--- src/inc/lfd_pkg.sv ---
// shared constants and types for the lcd frame and drive selection block
package lfd_pkg;

  // register byte offsets
  localparam logic [7:0] LFD_CTRL_OFFSET = 8'h28;
  localparam logic [7:0] LFD_CLKSEL_OFFSET = 8'h2c;
  localparam logic [7:0] LFD_STATUS_OFFSET = 8'h30;

  // values after reset
  localparam logic [7:0] LFD_CTRL_RESET = 8'h00;
  localparam logic [1:0] LFD_CLKSEL_RESET = 2'h0;

  // lcd_control_reg field positions
  localparam int LFD_DSP_EN_BIT = 7;
  localparam int LFD_BOOST_EN_BIT = 6;
  localparam int LFD_VF_LSB = 4;
  localparam int LFD_DUTY_LSB = 2;
  localparam int LFD_FRAME_BASE_LSB = 0;

  // clock select register field positions
  localparam int LFD_DIVSRC_BIT = 0;
  localparam int LFD_SYSCLK_BIT = 1;

  // axi response codes
  localparam logic [1:0] LFD_RESP_OKAY = 2'h0;
  localparam logic [1:0] LFD_RESP_SLVERR = 2'h2;

  // frame base exponents: high_freq_clock / 2^n and low_freq_clock / 2^n
  localparam logic [4:0] LFD_HF_FRAME_EXP_0 = 5'h11;
  localparam logic [4:0] LFD_HF_FRAME_EXP_1 = 5'h10;
  localparam logic [4:0] LFD_HF_FRAME_EXP_2 = 5'h0f;
  localparam logic [4:0] LFD_HF_FRAME_EXP_3 = 5'h0d;
  localparam logic [4:0] LFD_LF_FRAME_EXP_0 = 5'h09;
  localparam logic [4:0] LFD_LF_FRAME_EXP_1 = 5'h08;

  // booster pump exponents
  localparam logic [4:0] LFD_HF_BOOST_EXP_0 = 5'h0d;
  localparam logic [4:0] LFD_HF_BOOST_EXP_1 = 5'h0b;
  localparam logic [4:0] LFD_HF_BOOST_EXP_2 = 5'h0a;
  localparam logic [4:0] LFD_HF_BOOST_EXP_3 = 5'h09;
  localparam logic [4:0] LFD_LF_BOOST_EXP_0 = 5'h05;
  localparam logic [4:0] LFD_LF_BOOST_EXP_1 = 5'h03;
  localparam logic [4:0] LFD_LF_BOOST_EXP_2 = 5'h02;

  // a common phase lasts a quarter of the base period
  localparam logic [4:0] LFD_PHASE_EXP_DROP = 5'h02;
  // a pump half period is half of the pump period
  localparam logic [4:0] LFD_HALF_EXP_DROP = 5'h01;

  // drive method encodings
  typedef enum logic [1:0] {
    LFD_DUTY_QUARTER = 2'b00,
    LFD_DUTY_THIRD = 2'b01,
    LFD_DUTY_HALF = 2'b10,
    LFD_DUTY_STATIC = 2'b11
  } lfd_duty_e;

  // common phase states, one-hot
  typedef enum logic [3:0] {
    LFD_COM0 = 4'b0001,
    LFD_COM1 = 4'b0010,
    LFD_COM2 = 4'b0100,
    LFD_COM3 = 4'b1000
  } lfd_phase_e;

endpackage : lfd_pkg

--- src/rtl/lfd_frame_drive.sv ---
// lcd frame timing, drive method and booster selection behind an axi4-lite slave
// Functional notes
// RULE_01 - four drive methods picked by select field
// RULE_02 - 00 quarter, 01 third, 10 half, 11 static
// RULE_03 - fast clock bases: 2^17, 2^16, 2^15, 2^13
// RULE_04 - slow clock bases: 2^9 and 2^8
// RULE_05 - software avoids base 10/11 on slow clock
// RULE_06 - frame rate scaled by duty: 1, 4/3, 2
// RULE_07 - booster_enable picks booster or external divider
// RULE_08 - boost_freq_select sets booster pump clock
// RULE_09 - software avoids pump setting 11 on slow clock
// RULE_10 - booster on requires one third bias
// RULE_11 - phase divider restarts when selection rewritten
//
// Our own choices: the AXI4-Lite interface to the registers and the register offsets.
`timescale 1ns/1ps
`default_nettype none

module lfd_frame_drive
  import lfd_pkg::*;
#(
  parameter int CNT_WIDTH = 17,
  parameter logic [4:0] HF_FRAME_EXP_0 = LFD_HF_FRAME_EXP_0,
  parameter logic [4:0] HF_FRAME_EXP_1 = LFD_HF_FRAME_EXP_1,
  parameter logic [4:0] HF_FRAME_EXP_2 = LFD_HF_FRAME_EXP_2,
  parameter logic [4:0] HF_FRAME_EXP_3 = LFD_HF_FRAME_EXP_3,
  parameter logic [4:0] HF_BOOST_EXP_0 = LFD_HF_BOOST_EXP_0
)
(
  input wire logic aclk,
  input wire logic aresetn,
  input wire logic [7:0] s_axi_awaddr,
  input wire logic s_axi_awvalid,
  output logic s_axi_awready,
  input wire logic [31:0] s_axi_wdata,
  input wire logic [3:0] s_axi_wstrb,
  input wire logic s_axi_wvalid,
  output logic s_axi_wready,
  output logic [1:0] s_axi_bresp,
  output logic s_axi_bvalid,
  input wire logic s_axi_bready,
  input wire logic [7:0] s_axi_araddr,
  input wire logic s_axi_arvalid,
  output logic s_axi_arready,
  output logic [31:0] s_axi_rdata,
  output logic [1:0] s_axi_rresp,
  output logic s_axi_rvalid,
  input wire logic s_axi_rready,
  input wire logic low_freq_clock,
  output logic [3:0] com_select,
  output logic frame_polarity,
  output logic frame_start,
  output logic display_enable,
  output logic booster_enable,
  output logic bias_half,
  output logic boost_pump_clk
);

  // bus state
  logic aw_have_reg, aw_have_next;
  logic [7:0] aw_addr_reg, aw_addr_next;
  logic w_have_reg, w_have_next;
  logic [31:0] w_data_reg, w_data_next;
  logic [3:0] w_strb_reg, w_strb_next;
  logic bvalid_reg, bvalid_next;
  logic [1:0] bresp_reg, bresp_next;
  logic rvalid_reg, rvalid_next;
  logic [31:0] rdata_reg, rdata_next;
  logic [1:0] rresp_reg, rresp_next;
  logic [7:0] lcd_control_reg, lcd_control_next;
  logic [1:0] clksel_reg, clksel_next;
  logic wr_fire;
  logic restart;
  logic [31:0] status_word;

  // timing state
  lfd_phase_e phase_reg, phase_next;
  lfd_phase_e last_phase;
  logic [3:0] com_reg, com_next;
  logic pol_reg, pol_next;
  logic fstart_reg, fstart_next;
  logic pump_reg, pump_next;
  logic lf_sync1_reg, lf_sync2_reg, lf_sync3_reg;
  logic lf_edge;
  logic frame_use_lf, boost_use_lf;
  logic [4:0] frame_exp, boost_exp;
  logic phase_tick, boost_tick;

  // field views
  logic [1:0] frame_base_select, vf;
  lfd_duty_e duty;
  logic div_src_sel, sys_clk_sel;
  assign frame_base_select = lcd_control_reg[LFD_FRAME_BASE_LSB +: 2];
  assign vf = lcd_control_reg[LFD_VF_LSB +: 2];
  assign duty = lfd_duty_e'(lcd_control_reg[LFD_DUTY_LSB +: 2]);
  assign div_src_sel = clksel_reg[LFD_DIVSRC_BIT];
  assign sys_clk_sel = clksel_reg[LFD_SYSCLK_BIT];

  // write fires once address and data are both held and no response pends
  assign wr_fire = aw_have_reg & w_have_reg & ~bvalid_reg;
  // any rewrite of the selection restarts the phase sequence
  assign restart = wr_fire & w_strb_reg[0] & ((aw_addr_reg == LFD_CTRL_OFFSET) |
                   (aw_addr_reg == LFD_CLKSEL_OFFSET)); // see RULE_11

  assign status_word = {24'h000000, 1'b0, boost_use_lf, frame_use_lf, pump_reg, pol_reg, phase_reg[2:0]};

  // axi4-lite slave, one write and one read in flight
  always_comb
  begin
    aw_have_next = aw_have_reg;
    aw_addr_next = aw_addr_reg;
    w_have_next = w_have_reg;
    w_data_next = w_data_reg;
    w_strb_next = w_strb_reg;
    bvalid_next = bvalid_reg;
    bresp_next = bresp_reg;
    rvalid_next = rvalid_reg;
    rdata_next = rdata_reg;
    rresp_next = rresp_reg;
    lcd_control_next = lcd_control_reg;
    clksel_next = clksel_reg;
    if (s_axi_awvalid && !aw_have_reg)
    begin
      aw_have_next = 1'b1;
      aw_addr_next = s_axi_awaddr;
    end
    if (s_axi_wvalid && !w_have_reg)
    begin
      w_have_next = 1'b1;
      w_data_next = s_axi_wdata;
      w_strb_next = s_axi_wstrb;
    end
    if (bvalid_reg && s_axi_bready)
    begin
      bvalid_next = 1'b0;
    end
    if (wr_fire)
    begin
      aw_have_next = 1'b0;
      w_have_next = 1'b0;
      bvalid_next = 1'b1;
      bresp_next = LFD_RESP_OKAY;
      case (aw_addr_reg)
        LFD_CTRL_OFFSET:
        begin
          if (w_strb_reg[0])
          begin
            lcd_control_next = w_data_reg[7:0]; // see RULE_01
          end
        end
        LFD_CLKSEL_OFFSET:
        begin
          if (w_strb_reg[0])
          begin
            clksel_next = w_data_reg[1:0];
          end
        end
        LFD_STATUS_OFFSET: bresp_next = LFD_RESP_OKAY; // read-only, write ignored
        default: bresp_next = LFD_RESP_SLVERR;
      endcase
    end
    if (rvalid_reg && s_axi_rready)
    begin
      rvalid_next = 1'b0;
    end
    if (s_axi_arvalid && !rvalid_reg)
    begin
      rvalid_next = 1'b1;
      rresp_next = LFD_RESP_OKAY;
      case (s_axi_araddr)
        LFD_CTRL_OFFSET: rdata_next = {24'h000000, lcd_control_reg};
        LFD_CLKSEL_OFFSET: rdata_next = {30'h00000000, clksel_reg};
        LFD_STATUS_OFFSET: rdata_next = status_word;
        default:
        begin
          rdata_next = 32'h00000000;
          rresp_next = LFD_RESP_SLVERR;
        end
      endcase
    end
  end

  always_ff @(posedge aclk)
  begin
    if (!aresetn)
    begin
      aw_have_reg <= 1'b0;
      aw_addr_reg <= 8'h00;
      w_have_reg <= 1'b0;
      w_data_reg <= 32'h00000000;
      w_strb_reg <= 4'h0;
      bvalid_reg <= 1'b0;
      bresp_reg <= LFD_RESP_OKAY;
      rvalid_reg <= 1'b0;
      rdata_reg <= 32'h00000000;
      rresp_reg <= LFD_RESP_OKAY;
      lcd_control_reg <= LFD_CTRL_RESET;
      clksel_reg <= LFD_CLKSEL_RESET;
    end
    else
    begin
      aw_have_reg <= aw_have_next;
      aw_addr_reg <= aw_addr_next;
      w_have_reg <= w_have_next;
      w_data_reg <= w_data_next;
      w_strb_reg <= w_strb_next;
      bvalid_reg <= bvalid_next;
      bresp_reg <= bresp_next;
      rvalid_reg <= rvalid_next;
      rdata_reg <= rdata_next;
      rresp_reg <= rresp_next;
      lcd_control_reg <= lcd_control_next;
      clksel_reg <= clksel_next;
    end
  end

  assign s_axi_awready = ~aw_have_reg;
  assign s_axi_wready = ~w_have_reg;
  assign s_axi_bvalid = bvalid_reg;
  assign s_axi_bresp = bresp_reg;
  assign s_axi_arready = ~rvalid_reg;
  assign s_axi_rvalid = rvalid_reg;
  assign s_axi_rdata = rdata_reg;
  assign s_axi_rresp = rresp_reg;

  // low_freq_clock is a pin: two flops, then an edge on the settled copy
  always_ff @(posedge aclk)
  begin
    if (!aresetn)
    begin
      lf_sync1_reg <= 1'b0;
      lf_sync2_reg <= 1'b0;
      lf_sync3_reg <= 1'b0;
    end
    else
    begin
      lf_sync1_reg <= low_freq_clock;
      lf_sync2_reg <= lf_sync1_reg;
      lf_sync3_reg <= lf_sync2_reg;
    end
  end
  assign lf_edge = lf_sync2_reg & ~lf_sync3_reg;

  // source and divide selection; pump 11 always, and bases 10/11 unless sys_clk_sel is set, fall back from the slow clock to the fast one
  always_comb
  begin
    frame_use_lf = sys_clk_sel | (div_src_sel & ~frame_base_select[1]); // see RULE_04, see RULE_05
    boost_use_lf = (sys_clk_sel | div_src_sel) & (vf != 2'b11); // see RULE_09
    case (frame_base_select)
      2'b00: frame_exp = frame_use_lf ? LFD_LF_FRAME_EXP_0 : HF_FRAME_EXP_0; // see RULE_03
      2'b01: frame_exp = frame_use_lf ? LFD_LF_FRAME_EXP_1 : HF_FRAME_EXP_1;
      2'b10: frame_exp = HF_FRAME_EXP_2;
      default: frame_exp = HF_FRAME_EXP_3;
    endcase
    case (vf)
      2'b00: boost_exp = boost_use_lf ? LFD_LF_BOOST_EXP_0 : HF_BOOST_EXP_0; // see RULE_08
      2'b01: boost_exp = boost_use_lf ? LFD_LF_BOOST_EXP_1 : LFD_HF_BOOST_EXP_1;
      2'b10: boost_exp = boost_use_lf ? LFD_LF_BOOST_EXP_2 : LFD_HF_BOOST_EXP_2;
      default: boost_exp = LFD_HF_BOOST_EXP_3;
    endcase
  end

  // common phase period is a quarter of the base period
  lfd_pow2_div #(.WIDTH(CNT_WIDTH)) u_phase_div (
    .aclk(aclk),
    .aresetn(aresetn),
    .restart(restart),
    .tick_in(frame_use_lf ? lf_edge : 1'b1),
    .shift(frame_exp - LFD_PHASE_EXP_DROP),
    .tick_out(phase_tick)
  );

  // pump toggles every half pump period
  lfd_pow2_div #(.WIDTH(CNT_WIDTH)) u_boost_div (
    .aclk(aclk),
    .aresetn(aresetn),
    .restart(1'b0),
    .tick_in(boost_use_lf ? lf_edge : 1'b1),
    .shift(boost_exp - LFD_HALF_EXP_DROP),
    .tick_out(boost_tick)
  );

  // frame length in phases: 4, 3, 2 and 4 for static, giving base x 1, 4/3, 2, 1
  always_comb
  begin
    case (duty)
      LFD_DUTY_THIRD: last_phase = LFD_COM2; // see RULE_06
      LFD_DUTY_HALF: last_phase = LFD_COM1;
      default: last_phase = LFD_COM3;
    endcase
    phase_next = phase_reg;
    pol_next = pol_reg;
    fstart_next = 1'b0;
    pump_next = pump_reg ^ boost_tick;
    if (restart)
    begin
      phase_next = LFD_COM0; // see RULE_11
      pol_next = 1'b0;
    end
    else if (phase_tick)
    begin
      if (phase_reg == last_phase)
      begin
        phase_next = LFD_COM0;
        pol_next = ~pol_reg; // alternate polarity to keep the panel free of dc
        fstart_next = 1'b1;
      end
      else
      begin
        case (phase_reg)
          LFD_COM0: phase_next = LFD_COM1;
          LFD_COM1: phase_next = LFD_COM2;
          LFD_COM2: phase_next = LFD_COM3;
          default: phase_next = LFD_COM0;
        endcase
      end
    end
    // static drive keeps one common asserted for the whole frame
    com_next = (duty == LFD_DUTY_STATIC) ? LFD_COM0 : phase_next; // see RULE_02
  end

  always_ff @(posedge aclk)
  begin
    if (!aresetn)
    begin
      phase_reg <= LFD_COM0;
      com_reg <= 4'h1;
      pol_reg <= 1'b0;
      fstart_reg <= 1'b0;
      pump_reg <= 1'b0;
    end
    else
    begin
      phase_reg <= phase_next;
      com_reg <= com_next;
      pol_reg <= pol_next;
      fstart_reg <= fstart_next;
      pump_reg <= pump_next;
    end
  end

  assign com_select = com_reg;
  assign frame_polarity = pol_reg;
  assign frame_start = fstart_reg;
  assign display_enable = lcd_control_reg[LFD_DSP_EN_BIT];
  assign booster_enable = lcd_control_reg[LFD_BOOST_EN_BIT]; // see RULE_07
  // software keeps this low while the booster runs
  assign bias_half = (duty == LFD_DUTY_HALF); // see RULE_10
  assign boost_pump_clk = pump_reg;
endmodule : lfd_frame_drive

`default_nettype wire

--- src/rtl/lfd_pow2_div.sv ---
// power-of-two tick divider with clean restart
`timescale 1ns/1ps
`default_nettype none

module lfd_pow2_div
  import lfd_pkg::*;
#(
  parameter int WIDTH = 17
)
(
  input wire logic aclk,
  input wire logic aresetn,
  input wire logic restart,
  input wire logic tick_in,
  input wire logic [4:0] shift,
  output logic tick_out
);

  logic [WIDTH-1:0] cnt_reg;
  logic [WIDTH-1:0] cnt_next;
  logic [WIDTH-1:0] mask;
  logic tick_reg;
  logic tick_next;

  // one output tick per 2^shift input ticks; restart wins over counting
  always_comb
  begin
    mask = WIDTH'((32'h1 << shift) - 32'h1);
    cnt_next = cnt_reg;
    tick_next = 1'b0;
    if (restart)
    begin
      cnt_next = '0;
    end
    else if (tick_in)
    begin
      if ((cnt_reg & mask) == mask)
      begin
        cnt_next = '0;
        tick_next = 1'b1;
      end
      else
      begin
        cnt_next = cnt_reg + WIDTH'(1);
      end
    end
  end

  always_ff @(posedge aclk)
  begin
    if (!aresetn)
    begin
      cnt_reg <= '0;
      tick_reg <= 1'b0;
    end
    else
    begin
      cnt_reg <= cnt_next;
      tick_reg <= tick_next;
    end
  end

  assign tick_out = tick_reg;

endmodule : lfd_pow2_div

`default_nettype wire

--- config.mk ---
export PLATFORM = sky130hd
export DESIGN_NAME = lfd_frame_drive
export DESIGN_NICKNAME = d
export VERILOG_FILES = /design/src/inc/lfd_pkg.sv /design/src/rtl/lfd_frame_drive.sv /design/src/rtl/lfd_pow2_div.sv
export SDC_FILE = /design/constraint.sdc
export NUM_CORES = 1
export LEC_CHECK = 0
export BUFFER_PORTS_ARGS = -buffer_cell sky130_fd_sc_hd__buf_2
export CORE_ASPECT_RATIO = 0.7
export CORE_MARGIN = 8
export CORE_UTILIZATION = 40
export CTS_CLUSTER_SIZE = 16
export DETAILED_ROUTE_END_ITERATION = 10
export SLEW_MARGIN = 5
export SYNTH_ARGS = -nofsm -noshare
export SYNTH_HDL_FRONTEND = slang
export SYNTH_SLANG_ARGS = --single-unit
--- constraint.sdc ---
create_clock -name aclk -period 4.9 [get_ports aclk]
set_clock_uncertainty 0.1 [all_clocks]
set_input_delay 0.245 -clock aclk [delete_from_list [all_inputs] [get_ports aclk]]
set_output_delay 0.245 -clock aclk [all_outputs]
set_load 0.02 [all_outputs]
[After elaboration in Yosys (flattened, before gate mapping)]
Index checks and enable logic that the tools add are counted.
Word-level totals
  flip-flop bits (word level): 117
  input bits: 60
  output and inout port bits: 51
  logic and storage cells: 124
Operators by class
  $add $sub $neg: 6
  equality and inequality tests: 20
  shift-type cells: 2
  multiplexer cells: 26
  bitwise gates (word level): 23
  reductions and logical operators: 23
Operators with widths (count)
  8-bit by 6-bit equality test with 1-bit output (second input constant): 6
  17-bit by 1-bit adder with 17-bit output (second input constant): 2
  17-bit AND: 2
  17-bit equality test: 2
  17-bit 2-to-1 mux: 2
  1-bit by 5-bit << shifter with 17-bit output (first input constant): 2
  17-bit by 1-bit subtractor with 17-bit output (second input constant): 2
  4-bit 2-to-1 mux: 6
  4-bit case mux with 3 select lines: 2
  8-bit case mux with 3 select lines: 1
  5-bit case mux with 3 select lines: 1
  3-bit OR reduction: 4
  5-bit 2-to-1 mux: 2
  1-bit inverter: 10
  1-bit 2-to-1 mux: 9
  2-bit equality test (second input constant): 4
  4-bit case mux with 2 select lines: 1
  1-bit AND: 7
  2-bit by 1-bit equality test with 1-bit output (second input constant): 3
  3-bit AND reduction: 2
  2-bit OR reduction: 3
  1-bit logical AND: 5
  5-bit by 1-bit subtractor with 5-bit output (second input constant): 1
  5-bit by 2-bit subtractor with 5-bit output (second input constant): 1
  other kinds (12): 20

[Logic depth before layout (Yosys ltp)]
  depth after elaboration: 11
  mapped depth: 16
  depth with buffers taken out: 13

[Cells and area by module]
A second synthesis with hierarchy kept.
Unflattened totals
  cells, all modules: 628
  area total of the unflattened synthesis: 5382.7 sq um
Modules (own cells, without submodules)
  lfd_pow2_div: times used 2, cells each 167, area each 1381.3 sq um, sequential area each 360.3 sq um
  lfd_frame_drive: times used 1, cells each 294, area each 2620.0 sq um, sequential area each 1101.1 sq um

[Least setup slack after synthesis]
OpenSTA, ideal clock, no wires.
  kind: register to register
  start point: register lcd_control_reg[4]
  end point: register u_boost_div.cnt_reg[12]
  library setup time: 115 ps
  arrival: 3592 ps
  required time: 4685 ps
  slack: 1093 ps
  stages on the path, launching flop included: 16
  path buffers: 2
  period minus slack after synthesis: 3807 ps
  cell sequence: dfxtp_1 > inv_1 > ha_1 > or3b_2 > a21boi_4 > nand2_1 > ha_1 > buf_2 > or3b_2 > mux2i_1 > a311oi_1 > nor4_1 > nand4_1 > o31ai_4 > buf_6 > nor2_1
On the way
  longest elaborated chain between the ends: 10
  elaborated cells on any way between the ends: 16
  classes of those cells: 2 x add/sub; 4 x eq/ne; 1 x shift; 6 x mux; 2 x bitwise; 1 x reduce/logical
Ends and longest elaborated chain
  start, declared: line lfd_frame_drive.sv:70  | logic [7:0] lcd_control_reg, lcd_control_next;
  start signal, assigned: line lfd_frame_drive.sv:212  | lcd_control_reg <= lcd_control_next;
  2-bit inequality test: line lfd_frame_drive.sv:248  | boost_use_lf = (sys_clk_sel | div_src_sel) & (vf != 2'b11);
  1-bit AND: line lfd_frame_drive.sv:248
  4-bit 2-to-1 mux, on equally long branches: line lfd_frame_drive.sv:258, lfd_frame_drive.sv:256, lfd_frame_drive.sv:257
  4-bit case mux with 3 select lines: line lfd_frame_drive.sv:255  | case (vf)
  5-bit by 1-bit subtractor with 5-bit output: line lfd_frame_drive.sv:279  | .shift(boost_exp - LFD_HALF_EXP_DROP),
  1-bit by 5-bit << shifter with 17-bit output: line lfd_pow2_div.sv:28  | mask = WIDTH'((32'h1 << shift) - 32'h1);
  17-bit by 1-bit subtractor with 17-bit output: line lfd_pow2_div.sv:28
  17-bit AND: line lfd_pow2_div.sv:37  | if ((cnt_reg & mask) == mask)
  17-bit equality test: line lfd_pow2_div.sv:37
  17-bit 2-to-1 mux: line lfd_pow2_div.sv:37
  end signal, assigned: line lfd_pow2_div.sv:58  | cnt_reg <= cnt_next;
  end, declared: line lfd_pow2_div.sv:19  | logic [WIDTH-1:0] cnt_reg;
Parallel ways exist; a longest one is shown, timed or not.
A chain may end at the register's enable or synchronous reset.

[Worst setup path after layout]
  start point: register lcd_control_reg[4]
  end point: register u_boost_div.cnt_reg[16]
Same word-level chain as after synthesis.

==> flow_metrics.py <==
metrics = {
    "detailed_routing": {
        "post_drt_wl_per_cell_um": 14.3,
        "routed.top_layer": "met4",
        "wl_met2_um": 4250,
        "met3_wirelength_um": 911,
        "dr.pass1.iters": 5,
        "wl_um": 10500,
        "drt_iter0_markers": 232,
        "drcViolationCount": 0,
        "vias": 3720,
        "ant_nets": 0,
        "met1_length_um": 5230,
        "vias_per_cell": 5.05,
    },
    "logic_synthesis": {
        "ys_top_cells_by_count": "dfxtp_1, nor2_1, nand2_1, buf_4, nor2b_1",
        "netlist_area_um2": 4540,
        "synth_area_leaders": "dfxtp_1, nor2_1, mux2i_1",
        "syn_avg_cell_area_um2": 8.57,
        "synthCells": 530,
        "synth_ff_type": "dfxtp_1",
        "ys_warn_count": 0,
        "yosysTopAreaCell": "dfxtp_1",
        "async_flop_share_pct": 0,
        "synth-seq-cells": 89,
        "yosysTopAreaCellShare_pct": 39.2,
        "synth_edf_count": 0,
        "yosysMostFrequentCell": "dfxtp_1",
        "ys_seq_area_share_pct": 39.2,
        "yosys.cell_types.count": 56,
    },
    "cells_and_area": {
        "regArea_um2": 1780,
        "largest_register_ff_count": 17,
        "num_antenna_cells": 0,
        "multi_input_area_um2": 2510,
        "n_fill_cell": 1077,
        "syn2layout_area_growth_pct": 13.2,
        "nNetsFinal": 652,
        "layout-drive-gt1-share_pct": 14.8,
        "final_cell_area_um2": 5140,
    },
    "clock_tree": {
        "insertion_delay_ns": 0.33,
        "clk_pin_slew_worst_paths_ns": 0.06,
        "cts_tree": "built",
        "cts_setup_buffers": 0,
        "cts_hold_buffers": 0,
        "post_cts_resize_count": 0,
        "clock-sinks": 89,
        "clockBufferDepth": 2,
        "root_buffer": "clkbuf_16",
        "htreeDepth": 3,
        "cts_made_buffers": 9,
    },
    "die": {
        "floorplan.initialDensity_pct": 41.1,
        "dieHeight_um": 105,
        "pin_count": 111,
        "core_area_um2": 11100,
        "fp.dieW_um": 143,
        "row_count": 32,
        "die-area_um2": 15100,
    },
    "worst_setup_path": {
        "worstSetupPathType": "flop to flop",
        "cpPeakStageDelay_ns": 0.72,
        "path_max_fanout": 16,
        "slowest_stage": "or4_1",
        "worstPathRequired_ns": 5.02,
        "crit_buf_inv": 2,
        "path_cells": "inv_1 > ha_1 > or4_1 > a21boi_4 > nand2_1 > ha_1 > or3b_2 > mux2i_1 > a311oi_1 > nor4_1 > nand4_1 > o31ai_4 > buf_4 > nor2_1",
        "worstPathArrival_ns": 4.58,
        "cpMostUsedCell": "ha_1",
        "critPathLaunchType": "flop",
        "cp_top_family": "simple AND/OR/NAND/NOR gates",
        "worstSetupEndpointType": "flop",
    },
    "timing": {
        "rsz0062_at_grt": "no",
        "maxSlewViolCount": 0,
        "min_period_over_period_pct": 91.1,
        "setup_viol": 0,
        "finalHoldViolCount": 0,
        "maxSlewHeadroom_pct": 37.1,
        "tns_ns": 0,
        "finalCriticalPeriod_ns": 4.46,
        "fmax_mhz": 224,
        "tightest_slew_ns": 0.942,
    },
    "global_routing": {
        "gr-total-overflow": 0,
        "grt_pass1_vias": 3477,
        "grt_pass1_wl_um": 17200,
        "grt_max_degree": 52,
        "antenna_found_initial": 0,
        "grtUsageTotal_pct": 13.9,
    },
    "power_and_ir_drop": {
        "p_leak_nw": 2.08,
        "ir_drop_mv": 0.163,
        "p_per_area_nw_per_um2": 300,
    },
    "hold_path": {
        "hold_class": "input pin to flop",
    },
    "status": {
        "status": "finished clean",
    },
    "placement": {
        "port_buffers": 57,
        "gp_congestion": 0.860,
        "hpwlAfterDp_um": 7890,
        "placed_area_um2": 4850,
    },
    "run": {
        "maxCapViolCount": 0,
    },
}
-- placed cells by master, fill, tap and decap left out, types with 8 or more instances in the layout --
master / instances
a21oi_1: 13
buf_2: 57
a21boi_0: 12
clkbuf_16: 9
nor2_1: 66
nand4_1: 10
o21ai_0: 16
nor2b_1: 26
xor2_1: 21
xnor2_1: 12
conb_1: 26
nand2_1: 52
dfxtp_1: 89
inv_1: 17
nand3_1: 18
and2_1: 8
mux2i_1: 21
ha_1: 14
-- final cells by class --
cell class                      instances  share of cell area (%)
Inverter                               17                    1.24
Clock buffer                           12                    4.79
Tap cell                              153                    3.72
Sequential cell                        89                    34.6
Timing Repair Buffer                   59                    5.84
Clock inverter                          4                    1.02
Multi-Input combinational cell        402                    48.8
-- logic make-up (layout without fill, tap and decap cells) --
group | after synthesis | in the layout | share of synthesized area (%)
flip-flops | 89 | 89 | 39.2
buffers and inverters | 64 | 92 | 7.65
AND/OR/NAND/NOR | 227 | 227 | 25.3
other | 1 | 26 | 0.0825
multiplexers | 23 | 23 | 5.12
XOR/XNOR | 33 | 33 | 6.36
adder cells (fa/ha/maj) | 14 | 14 | 3.85
AO/OA/AOI/OAI | 79 | 79 | 12.4
-- final timing paths --
path,start,to,slack [ns],depth (start not counted)
hold reg to reg,lf_sync1_reg$_SDFF_PN0_,lf_sync2_reg$_SDFF_PN0_,0.34,1
setup reg to reg,lcd_control_reg[4]$_SDFFE_PN0P_,u_boost_div.cnt_reg[16]$_SDFFE_PN0N_,0.44,14
hold / removal,low_freq_clock,lf_sync1_reg$_SDFF_PN0_,0.04,2
setup / recovery,lcd_control_reg[4]$_SDFFE_PN0P_,u_boost_div.cnt_reg[16]$_SDFFE_PN0N_,0.44,14
-- through the flow --
stage / instances / total power, mW / setup WS (ns) / util, % / hold WS [ns]
after global routing: 736 / 1.61 / 0.155 / 46.6 / 0.0348
after global placement: 720 / 0.875 / 0.587 / 43.9 / 0.342
final: 736 / 1.55 / 0.436 / 46.6 / 0.0380
after CTS: 736 / 1.56 / 0.503 / 46.6 / 0.0299
after floorplan: 555 / 0.860 / 1.09 / - / 0.261
after detailed placement: 720 / 0.877 / 0.566 / 43.9 / 0.338
-- layer usage --
metal	track usage [%]	vias up
met4	4.41	0
met5	0	-
met2	20.0	136
met1	19.6	1708
li1	-	1854
met3	3.95	22
-- report_power, final --
part	internal [mW]	total [mW]	switching (mW)
logic	0.0381	0.104	0.0660
clock network	0.410	0.684	0.273
registers	0.742	0.757	0.0152
total	1.19	1.55	0.355
Power figures use the tool's default switching activity.
